`src/shared/tap_pkg.sv`:
```
// shared constants and types for the boundary-scan port and its tester end
package tap_pkg;

  // ---------------------------------------------------------------
  // timing
  // ---------------------------------------------------------------
  localparam int CLK_PERIOD_NS = 20;
  localparam int TCK_PERIOD_NS = 160;
  localparam int TCK_HALF      = TCK_PERIOD_NS / CLK_PERIOD_NS / 2;

  // ---------------------------------------------------------------
  // widths and sizes
  // ---------------------------------------------------------------
  localparam int IR_LEN     = 4;
  localparam int ID_LEN     = 32;
  localparam int N_PINS     = 4;
  localparam int CHAIN_LEN  = 2 * N_PINS;
  localparam int WORD_W     = 32;
  localparam int LEN_W      = 6;
  localparam int FIFO_DEPTH = 16;
  localparam int RESET_HIGHS = 5;

  // ---------------------------------------------------------------
  // instruction codes, capture and reset values
  // ---------------------------------------------------------------
  localparam logic [IR_LEN-1:0] OP_EXTEST  = 4'h0;
  localparam logic [IR_LEN-1:0] OP_SAMPLE  = 4'h1;
  localparam logic [IR_LEN-1:0] OP_IDCODE  = 4'h2;
  localparam logic [IR_LEN-1:0] OP_CLAMP   = 4'h3;
  localparam logic [IR_LEN-1:0] OP_HIGHZ   = 4'h4;
  localparam logic [IR_LEN-1:0] OP_BYPASS  = 4'hF;
  localparam logic [IR_LEN-1:0] IR_CAPTURE = 4'h1;
  localparam logic [IR_LEN-1:0] IR_RESET   = OP_IDCODE;

  // ---------------------------------------------------------------
  // host tms sequences, lsb sent first
  // ---------------------------------------------------------------
  localparam logic [5:0] SEQ_RESET = 6'h1F;
  localparam logic [5:0] SEQ_DR    = 6'h01;
  localparam logic [5:0] SEQ_IR    = 6'h03;
  localparam logic [LEN_W-1:0] SEQ_RESET_LEN = 6'h06;
  localparam logic [LEN_W-1:0] SEQ_DR_LEN    = 6'h03;
  localparam logic [LEN_W-1:0] SEQ_IR_LEN    = 6'h04;
  localparam logic [LEN_W-1:0] TAIL_LEN      = 6'h02;

  // ---------------------------------------------------------------
  // types
  // ---------------------------------------------------------------
  typedef enum logic [3:0] {
    TLR, RTI,
    SEL_DR, CAP_DR, SH_DR, EX1_DR, PAU_DR, EX2_DR, UPD_DR,
    SEL_IR, CAP_IR, SH_IR, EX1_IR, PAU_IR, EX2_IR, UPD_IR
  } tap_state_t;

  typedef enum logic [1:0] {DR_PASS, DR_ID, DR_CHAIN} dr_sel_t;

  typedef enum logic [1:0] {CMD_RESET, CMD_IR, CMD_DR} cmd_kind_t;

endpackage : tap_pkg

```
`src/shared/tap_if.sv`:
```
// test access port wires between tester and device
`timescale 1ns/1ns
interface tap_if;
  logic tck;
  logic tms;
  logic tdi;
  logic tdo;
  logic tdo_oe_n;
  logic tdo_line;

  // pulled high when the device releases tdo
  assign tdo_line = tdo_oe_n ? 1'b1 : tdo;

  modport device (input tck, input tms, input tdi, output tdo, output tdo_oe_n);
  modport host   (output tck, output tms, output tdi, input tdo_line);
endinterface : tap_if

```
`src/core/tap_device.sv`:
```
// boundary-scan test access port, device end
`timescale 1ns/1ns
module tap_device
  import tap_pkg::*;
#(
  parameter logic [3:0]  ID_VERSION = 4'h1,    // arbitrary value
  parameter logic [15:0] ID_PART    = 16'h1234, // arbitrary value
  parameter logic [10:0] ID_MAKER   = 11'h055   // arbitrary value
) (
  // clock and reset
  input  wire logic              core_clk,
  input  wire logic              resetn,
  // test port
  tap_if.device                  tap,
  // functional side
  input  wire logic [N_PINS-1:0] core_out,
  input  wire logic [N_PINS-1:0] core_oe_n,
  // pads
  input  wire logic [N_PINS-1:0] pin_in,
  output logic      [N_PINS-1:0] pin_out,
  output logic      [N_PINS-1:0] pin_oe_n
);

  // ---------------------------------------------------------------
  // helpers
  // ---------------------------------------------------------------
  function automatic dr_sel_t decode_sel(input logic [IR_LEN-1:0] op);
    unique case (op)
      OP_EXTEST, OP_SAMPLE: decode_sel = DR_CHAIN;
      OP_IDCODE:            decode_sel = DR_ID;
      default:              decode_sel = DR_PASS;
    endcase
  endfunction : decode_sel

  function automatic tap_state_t next_of(input tap_state_t s, input logic m);
    unique case (s)
      TLR:    next_of = m ? TLR    : RTI;
      RTI:    next_of = m ? SEL_DR : RTI;
      SEL_DR: next_of = m ? SEL_IR : CAP_DR;
      CAP_DR: next_of = m ? EX1_DR : SH_DR;
      SH_DR:  next_of = m ? EX1_DR : SH_DR;
      EX1_DR: next_of = m ? UPD_DR : PAU_DR;
      PAU_DR: next_of = m ? EX2_DR : PAU_DR;
      EX2_DR: next_of = m ? UPD_DR : SH_DR;
      UPD_DR: next_of = m ? SEL_DR : RTI;
      SEL_IR: next_of = m ? TLR    : CAP_IR;
      CAP_IR: next_of = m ? EX1_IR : SH_IR;
      SH_IR:  next_of = m ? EX1_IR : SH_IR;
      EX1_IR: next_of = m ? UPD_IR : PAU_IR;
      PAU_IR: next_of = m ? EX2_IR : PAU_IR;
      EX2_IR: next_of = m ? UPD_IR : SH_IR;
      UPD_IR: next_of = m ? SEL_DR : RTI;
    endcase
  endfunction : next_of

  // ---------------------------------------------------------------
  // synchronisers and test clock edges
  // ---------------------------------------------------------------
  logic [2:0]        sync1;
  logic [2:0]        sync2;
  logic              tck_q;
  logic [N_PINS-1:0] pin_s1;
  logic [N_PINS-1:0] pin_s2;
  logic              tck_rise;
  logic              tck_fall;
  logic              tms_s;
  logic              tdi_s;

  always_ff @(posedge core_clk or negedge resetn) begin
    if (!resetn) begin
      sync1  <= 3'h0;
      sync2  <= 3'h0;
      tck_q  <= 1'b0;
      pin_s1 <= '0;
      pin_s2 <= '0;
    end else begin
      sync1  <= {tap.tck, tap.tms, tap.tdi};
      sync2  <= sync1;
      tck_q  <= sync2[2];
      pin_s1 <= pin_in;
      pin_s2 <= pin_s1;
    end
  end

  // edges of the test clock pace all shifting, not core_clk
  assign tck_rise = sync2[2] & ~tck_q;
  assign tck_fall = ~sync2[2] & tck_q;
  assign tms_s    = sync2[1];
  assign tdi_s    = sync2[0];

  // ---------------------------------------------------------------
  // port state machine
  // ---------------------------------------------------------------
  tap_state_t state;

  always_ff @(posedge core_clk or negedge resetn) begin
    if (!resetn) begin
      state <= TLR;
    end else if (tck_rise) begin
      state <= next_of(state, tms_s);
    end
  end

  // ---------------------------------------------------------------
  // instruction register
  // ---------------------------------------------------------------
  logic [IR_LEN-1:0] ir_sh;
  logic [IR_LEN-1:0] ir;
  dr_sel_t           sel;

  always_ff @(posedge core_clk or negedge resetn) begin
    if (!resetn) begin
      ir_sh <= IR_RESET;
      ir    <= IR_RESET;
    end else if (tck_rise) begin
      unique case (state)
        TLR:     ir    <= IR_RESET;
        CAP_IR:  ir_sh <= IR_CAPTURE;
        SH_IR:   ir_sh <= {tdi_s, ir_sh[IR_LEN-1:1]};
        UPD_IR:  ir    <= ir_sh;
        default: ;
      endcase
    end
  end

  assign sel = decode_sel(ir);

  // ---------------------------------------------------------------
  // data registers
  // ---------------------------------------------------------------
  logic                 pass_bit;
  logic [ID_LEN-1:0]    id_sh;
  logic [CHAIN_LEN-1:0] chain_sh;
  logic [N_PINS-1:0]    upd;
  logic [CHAIN_LEN-1:0] chain_cap;

  // even cell observes the pad, odd cell the value the core drives
  genvar gi;
  generate
    for (gi = 0; gi < N_PINS; gi++) begin : g_cell
      assign chain_cap[2*gi]   = pin_s2[gi];
      assign chain_cap[2*gi+1] = core_out[gi];
    end
  endgenerate

  always_ff @(posedge core_clk or negedge resetn) begin
    if (!resetn) begin
      pass_bit <= 1'b0;
      id_sh    <= '0;
      chain_sh <= '0;
    end else if (tck_rise) begin
      if (state == CAP_DR) begin
        pass_bit <= 1'b0;
        id_sh    <= {ID_VERSION, ID_PART, ID_MAKER, 1'b1};
        chain_sh <= chain_cap;
      end else if (state == SH_DR) begin
        unique case (sel)
          DR_PASS:  pass_bit <= tdi_s;
          DR_ID:    id_sh    <= {tdi_s, id_sh[ID_LEN-1:1]};
          DR_CHAIN: chain_sh <= {tdi_s, chain_sh[CHAIN_LEN-1:1]};
        endcase
      end
    end
  end

  // only the output cells carry an update stage
  always_ff @(posedge core_clk or negedge resetn) begin
    if (!resetn) begin
      upd <= '0;
    end else if (tck_rise && state == UPD_DR && sel == DR_CHAIN) begin
      for (int i = 0; i < N_PINS; i++) begin
        upd[i] <= chain_sh[2*i+1];
      end
    end
  end

  // ---------------------------------------------------------------
  // tdo, moved on the falling edge
  // ---------------------------------------------------------------
  logic dr_out;

  always_comb begin
    unique case (sel)
      DR_PASS:  dr_out = pass_bit;
      DR_ID:    dr_out = id_sh[0];
      DR_CHAIN: dr_out = chain_sh[0];
    endcase
  end

  always_ff @(posedge core_clk or negedge resetn) begin
    if (!resetn) begin
      tap.tdo      <= 1'b0;
      tap.tdo_oe_n <= 1'b1;
    end else if (tck_fall) begin
      tap.tdo      <= (state == SH_IR) ? ir_sh[0] : dr_out;
      tap.tdo_oe_n <= !(state == SH_IR || state == SH_DR);
    end
  end

  // ---------------------------------------------------------------
  // pad drive
  // ---------------------------------------------------------------
  logic test_drive;
  logic pads_off;

  // clamp holds the update stage on the pads while bypassing the chain
  assign test_drive = (ir == OP_EXTEST) || (ir == OP_CLAMP);
  assign pads_off   = (ir == OP_HIGHZ);

  always_ff @(posedge core_clk or negedge resetn) begin
    if (!resetn) begin
      pin_out  <= '0;
      pin_oe_n <= '1;
    end else begin
      pin_out  <= test_drive ? upd : core_out;
      pin_oe_n <= pads_off ? '1 : (test_drive ? '0 : core_oe_n);
    end
  end

endmodule : tap_device

```
`src/flat_wrapper.sv`:
```
// flat-port wrapper written by rule: the top's interface ports become plain ports
module tap_device_flat import tap_pkg::*;
#(
  parameter logic [3:0]  ID_VERSION = 4'h1,                      
  parameter logic [15:0] ID_PART    = 16'h1234,                   
  parameter logic [10:0] ID_MAKER   = 11'h055                     
)
  (core_clk, resetn, core_out, core_oe_n, pin_in, pin_out, pin_oe_n, tap_tck, tap_tms, tap_tdi, tap_tdo, tap_tdo_oe_n);
  tap_if tap_i ();
  input  wire logic core_clk;
  input  wire logic resetn;
  input  wire logic [N_PINS-1:0] core_out;
  input  wire logic [N_PINS-1:0] core_oe_n;
  input  wire logic [N_PINS-1:0] pin_in;
  output logic      [N_PINS-1:0] pin_out;
  output logic      [N_PINS-1:0] pin_oe_n;
  input wire logic [$bits(tap_i.tck)-1:0] tap_tck;
  input wire logic [$bits(tap_i.tms)-1:0] tap_tms;
  input wire logic [$bits(tap_i.tdi)-1:0] tap_tdi;
  output wire logic [$bits(tap_i.tdo)-1:0] tap_tdo;
  output wire logic [$bits(tap_i.tdo_oe_n)-1:0] tap_tdo_oe_n;
  assign tap_i.tck = tap_tck;
  assign tap_i.tms = tap_tms;
  assign tap_i.tdi = tap_tdi;
  assign tap_tdo = tap_i.tdo;
  assign tap_tdo_oe_n = tap_i.tdo_oe_n;
  tap_device #(.ID_VERSION(ID_VERSION), .ID_PART(ID_PART), .ID_MAKER(ID_MAKER)) u_core (.core_clk(core_clk), .resetn(resetn), .tap(tap_i), .core_out(core_out), .core_oe_n(core_oe_n), .pin_in(pin_in), .pin_out(pin_out), .pin_oe_n(pin_oe_n));
endmodule
```
`config.mk`:
```
export PLATFORM = sky130hd
export DESIGN_NAME = tap_device_flat
export DESIGN_NICKNAME = d
export VERILOG_FILES = /design/src/shared/tap_pkg.sv /design/src/shared/tap_if.sv /design/src/core/tap_device.sv /design/src/flat_wrapper.sv
export SDC_FILE = /design/constraint.sdc
export NUM_CORES = 1
export LEC_CHECK = 0
export BUFFER_PORTS_ARGS = -buffer_cell sky130_fd_sc_hd__buf_2
export CORE_AREA = 4 4 84 86
export CTS_BUF_LIST = sky130_fd_sc_hd__clkbuf_4
export CTS_CLUSTER_SIZE = 8
export DETAILED_ROUTE_END_ITERATION = 8
export DIE_AREA = 0 0 88 90
export PLACE_DENSITY = 0.72
export SYNTH_ARGS = -nofsm -noshare
export SYNTH_HDL_FRONTEND = slang
export SYNTH_SLANG_ARGS = --single-unit
```
`constraint.sdc`:
```
create_clock -name core_clk -period 2.8 [get_ports core_clk]
set_input_delay 0 -clock core_clk [delete_from_list [all_inputs] [get_ports core_clk]]
set_output_delay 0 -clock core_clk [all_outputs]
set_load 0.1 [all_outputs]
```
**Yosys cells after proc, flatten, opt, wreduce, memory -nomap -nowiden**

Index checks and enable logic that the tools add are counted.

- Register bits after elaboration: 82
- Latch bits: 0
- RAM bits: 0
- Bits in read-only memories: 0
- Input port bits: 17
- Output and inout port bits: 10
- Logic and storage cells: 94
- Memories kept: 0

- $add $sub $neg: 0
- $mul: 0
- Divide/modulo/power cells: 0
- Magnitude comparators: 0
- Eq/ne operators: 21
- Shift operators: 0
- Multiplexer cells: 30
- Bitwise operators: 4
- Reduce and logical (&&, ||, !) cells: 23

Operator list:

| cell | count |
|---|---|
| $mux 32 | 3 |
| $pmux 4 s12 | 1 |
| $eq 4x4->1 const B | 8 |
| $mux 4 | 7 |
| $mux 8 | 3 |
| $eq 4x3->1 const B | 5 |
| $eq 4x2->1 const B | 4 |
| $pmux 4 s2 | 2 |
| $reduce_bool 2->1 | 6 |
| $reduce_and 3->1 | 3 |
| $eq 4x1->1 const B | 2 |
| $logic_not 4->1 | 2 |
| $mux 1 | 7 |
| $mux 2 | 3 |
| $mux 3 | 2 |
| $reduce_or 2->1 | 3 |
| $pmux 2 s2 | 1 |
| $reduce_and 2->1 | 2 |
| $pmux 1 s3 | 1 |
| $reduce_or 3->1 | 1 |
| $and 1x1->1 | 2 |
| $eq 2x1->1 const B | 1 |
| $eq 2x2->1 const B | 1 |
| $logic_and 1x1->1 | 2 |
| 4 further kinds | 6 |

**Logic depth before layout (Yosys ltp)**

- Depth after elaboration: 7
- Gate-level depth with buffers: 10
- Depth with buffers taken out: 8

**Worst setup path after synthesis**

No wires, ideal clock.

- Path type: reg2reg
- Start point: reg u_core.ir[0]
- End point: reg u_core.tap.tdo
- Setup time: 0.130 ns
- Arrival: 1.747 ns
- Required time: 2.670 ns
- Slack: 0.924 ns
- Stages on the path, launching flop included: 11
- Path buffers: 2
- Period minus slack after synthesis: 1.876 ns
- Cells stage by stage: dfrtp_1 > clkbuf_1 > nand2b_1 > nor3_1 > inv_1 > ha_1 > clkbuf_1 > a22oi_1 > o21ai_0 > mux2i_1 > a21oi_1

- Word-level cells in the longest chain between the ends: 6
- Elaborated cells between the ends (all ways): 10
- Those cells by class: 4 x eq/ne; 3 x mux; 3 x reduce/logical

RTL lines:

| item | line | source |
|---|---|---|
| from (decl) | tap_device.sv:108 | `logic [IR_LEN-1:0] ir;` |
| from (signal assigned) | tap_device.sv:120 | `UPD_IR: ir <= ir_sh;` |
| $eq 4x1->1 / $logic_not 4->1 (equally long branches) | tap_device.sv:28 | `unique case (op)` |
| $reduce_or 2->1 | tap_device.sv:28 |  |
| $pmux 2 s2 (*) | tap_device.sv:28 |  |
| $eq 2x2->1 (tied with other cells) | tap_device.sv:183 | `unique case (sel)` |
| $pmux 1 s3 (*) | tap_device.sv:183 |  |
| $mux 1 (*) | tap_device.sv:195 | `tap.tdo <= (state == SH_IR) ? ir_sh[0] : dr_out;` |
| to (signal assigned) | tap_device.sv:195 |  |
| to (decl) | tap_if.sv:14 | `modport device (input tck, input tms, input tdi, output tdo, output tdo_oe_n);` |

Mark *: on every way between the ends. The rest lies on a longest branch, timed or not.
A chain may end at the register's enable or synchronous reset.

**Worst setup path after layout**

- Start point: reg u_core.state[2]
- End point: reg u_core.id_sh[16]

- Word-level cells in the longest chain between the ends: 3
- Elaborated cells between the ends (all ways): 6
- Those cells by class: 2 x eq/ne; 1 x mux; 3 x reduce/logical

RTL lines:

| item | line | source |
|---|---|---|
| from (decl) | tap_device.sv:94 | `tap_state_t state;` |
| from (signal assigned) | tap_device.sv:100 | `state <= next_of(state, tms_s);` |
| $eq 4x2->1 / $eq 4x3->1 (equally long branches) | tap_device.sv:152, tap_device.sv:156 |  |
| $reduce_bool 2->1 (no line) | n/a |  |
| $reduce_and 3->1 (no line) | n/a |  |
| to (signal assigned) | tap_device.sv:154 | `id_sh <= {ID_VERSION, ID_PART, ID_MAKER, 1'b1};` |
| to (signal assigned) | tap_device.sv:159 | `DR_ID: id_sh <= {tdi_s, id_sh[ID_LEN-1:1]};` |
| to (decl) | tap_device.sv:132 | `logic [ID_LEN-1:0] id_sh;` |

Parallel ways exist; a longest one is shown, timed or not.

==> summary.txt <==
Timing
  • Fmax: 442 MHz
  • Worst Tran Pin Value: 0.995 ns
  • Slew HR: 33.7%
  • Max Transition Viols Final: 0
  • Endpoints failing setup: 0
  • Post-route minimum period: 2.26 ns
  • Post-Route Skew: 0.0161 ns
  • Fin crit share: 80.8%
  • RSZ-0062 raised after global routing: no
  • Final Hold Fails: 0
  • Setup TNS: 0 ns

Worst setup path
  • Worst Path Class, Setup: register to register
  • Worst EP arrival: 2.58 ns
  • Critical-path cell list: or3b_1 > a211oi_2 > nand3_1 > o22a_1
  • CP required: 3.11 ns
  • Setup crit start kind: register
  • Critical path fanouts, max: 18
  • Worst path slowest cell: dfrtp_1
  • Critical Path End Type: register
  • CP peak stage delay: 0.66 ns

Synth
  • Post-synth EDFFs: 0
  • Most used DFF post-synth: dfrtp_1
  • Syn_nets: 301
  • Yosys warns: 0
  • Post-Synthesis Cells: 281
  • Seq cells post-synth: 82
  • Simple-gate share of the synthesized area: 10.6%
  • Multiplexer share of the synthesized area: 2.97%
  • Seq/Total Area, Yosys: 61.0%
  • Post-synthesis adder-cell area fraction: 1.11%
  • Largest family of logic cells by synthesized area: compound AO/OA/AOI/OAI gates
  • Synthesized area per cell: 12.0 sq um
  • Xor/xnor share of the synthesized area: 0.259%
  • Library cells used by synthesis: 48
  • Synth Area in Compound Gates: 20.5%
  • Cell area after synthesis: 3380 sq um
  • Post-synth ARST share: 100%

Routing
  • Uppermost layer routed: met4
  • Final WL: 6070 microns
  • Vias per Instance: 5.69
  • Residual DRC count: 0
  • Total number of vias: 2286
  • Routed wl met3: 205 microns
  • Post-route ant nets: 0
  • Metal-1 WL: 2910 microns
  • Met2 wire len: 2840 microns
  • WL/cell: 15.1 microns
  • Starting DRT DRC Count: 179
  • Drt pass-1 iters: 6

Placement
  • DP Area: 3550 sq um
  • Port Buffers: 26
  • Routability Congestion: 0.781
  • HPWL after DPL: 3750 microns

Outcome
  • Outcome: completed

Power
  • Worst VDD drop: 0.475 mV
  • Pwr per Cell Area: 902 nW/um^2
  • Total power: 3.48 mW
  • Leakage: 1.76 nW

Global route
  • Initial antenna violation count: 0
  • Pin count of the biggest net entering global routing: 83
  • GRT Util Overall: 17.1%
  • First-pass GRT wire length: 10700 microns
  • Grt ovf: 0
  • Vias in the first global route: 2201

Clock network
  • Clock Path Buffers: 2
  • Inserted Clock Buffers: 9
  • Root Buffer: clkbuf_4
  • Post-CTS setup buffer count: 0
  • Clock latency on the worst-skew pair: 0.43 ns
  • Clk pin slew, worst setup/hold paths: 0.13 ns
  • Clock sinks: 82
  • CTS tree: built
  • H-tree levels: 3

Final layout
  • Design Area, Final: 3860 sq um
  • Area growth from synthesis to layout: 14.2%
  • Share of post-route cells with drive strength above 1: 20.3%
  • Post-layout nets: 340
  • FILL cells: 526
  • Antenna Cells: 0
  • Layout Utilization: 61.4%

Floorplanning
  • Std-Cell Rows: 29
  • Core area: 6280 sq um
  • Initial Utilization: 53.8%
  • Die Ht: 90 microns
  • Die Wd: 88 microns
  • I/O pins: 27
  • Die Area: 7920 sq um

Hold path
  • Worst min path class: input port to register

Flow run
  • Max Cap Viol: 0
-- where the power goes --
group	switching [mW]	internal [mW]	leakage, nW	total [mW]
Sequential	0.219	1.50	1.03	1.72
Clock	0.427	0.282	0.0786	0.709
Combinational	0.631	0.419	0.653	1.05
Total	1.28	2.20	1.76	3.48
-- path summary, 6_finish.rpt --
check | start | to | slack (ns) | cells past startpoint
min reg2reg | u_core.pin_s1[2] | u_core.pin_s2[2] | 0.36 | 0
max | u_core.state[2] | u_core.id_sh[16] | 0.54 | 4
max reg2reg | u_core.state[2] | u_core.id_sh[16] | 0.54 | 4
min in group asynchronous | resetn | u_core.ir_sh[3] | 0.26 | 2
min | tap_tck | u_core.sync1[2] | 0.21 | 2
max in group asynchronous | resetn | u_core.tap.tdo | 1.89 | 2
-- registers in the layout, indices dropped and copies added, names as in the netlist, 3 cells and up --
name,cells
u_core.pin_oe_n,4
u_core.pin_s1,4
u_core.pin_out,4
u_core.sync2,3
u_core.sync1,3
u_core.chain_sh,8
u_core.state,4
u_core.ir_sh,4
u_core.pin_s2,4
u_core.id_sh,32
u_core.upd,4
u_core.ir,4
-- critical path, delay by kind of cell (launching register included) --
kind,cells,cell delay (ns)
flops,1,0.66
compound gates,2,0.68
simple gates,2,0.82
-- stage by stage --
stage / setup slack, ns / hold slack [ns] / instances
3_3_place_gp: 0.635 / 0.107 / 370
6_report: 0.539 / 0.213 / 402
2_1_floorplan: 0.924 / -0.296 / 281
3_5_place_dp: 0.571 / 0.109 / 370
4_1_cts: 0.539 / 0.185 / 402
5_1_grt: 0.376 / 0.178 / 402
-- logic make-up (layout without fill, tap and decap cells) --
kind of cell | Yosys count | count (layout)
XOR/XNOR | 1 | 1
AND/OR/NAND/NOR | 67 | 67
buffers and inverters | 25 | 69
flip-flops | 82 | 82
AO/OA/AOI/OAI | 94 | 94
adder cells (fa/ha/maj) | 3 | 3
multiplexers | 9 | 9
-- synthesized netlist by cell type, types with 2 or more instances --
cell	n	area [sq um]
nor2_1	6	22.5
nand2_1	25	93.8
nand3_1	4	20.0
nand3b_1	7	52.6
o22a_1	11	96.3
o21ai_0	21	105
a2bb2oi_1	8	70.1
buf_6	2	22.5
o21a_1	2	15.0
nor2b_1	8	50.1
dfrtp_1	75	1880
ha_1	3	37.5
dfstp_2	7	184
a22o_1	24	210
clkbuf_1	11	41.3
nand4_1	3	18.8
nor3_1	3	15.0
buf_2	6	30.0
a21oi_1	12	60.1
inv_1	5	18.8
nand2b_1	4	25.0
mux2_2	8	90.1
-- final cells by class --
class / count / area [sq um] / share of cell area [%]
sequential: 82 / 2060 / 53.4
multi-input combinational: 174 / 1200 / 31.1
timing repair buffer: 48 / 338 / 8.76
tap: 77 / 96.3 / 2.50
clock inverter: 7 / 76.3 / 1.98
clock buffer: 9 / 67.6 / 1.75
inverter: 5 / 18.8 / 0.487
-- layout by cell type, fill, tap and decap left out, drive strengths merged, types with 2 or more instances in the layout --
master        n
dfrtp        75
buf          32
nand2        25
a22o         24
o21ai        22
dlygate4sd3  16
a21oi        12
o22a         11
clkbuf        9
mux2          8
a2bb2oi       8
nor2b         8
inv           8
nand3b        7
dfstp         7
nor2          6
nand2b        4
nand3         4
nor3          3
nand4         3
ha            3
o21a          2
clkinv        2
or3b          2
-- per-layer routing --
| layer | vias up | GRT usage [%] |
|---|---|---|
| met1 | 1126 | 24.7 |
| met3 | 11 | 4.20 |
| li1 | 1113 | - |
| met4 | 0 | 7.29 |
| met5 | - | 0 |
| met2 | 36 | 24.2 |
-- what timing repair did --
action | CTS | global route
gates resized for setup | 0 | 0
hold buffers | 16 | 0
hold endpoints to repair | 94 | 0
No activity file was read; power rests on OpenSTA's default activity.
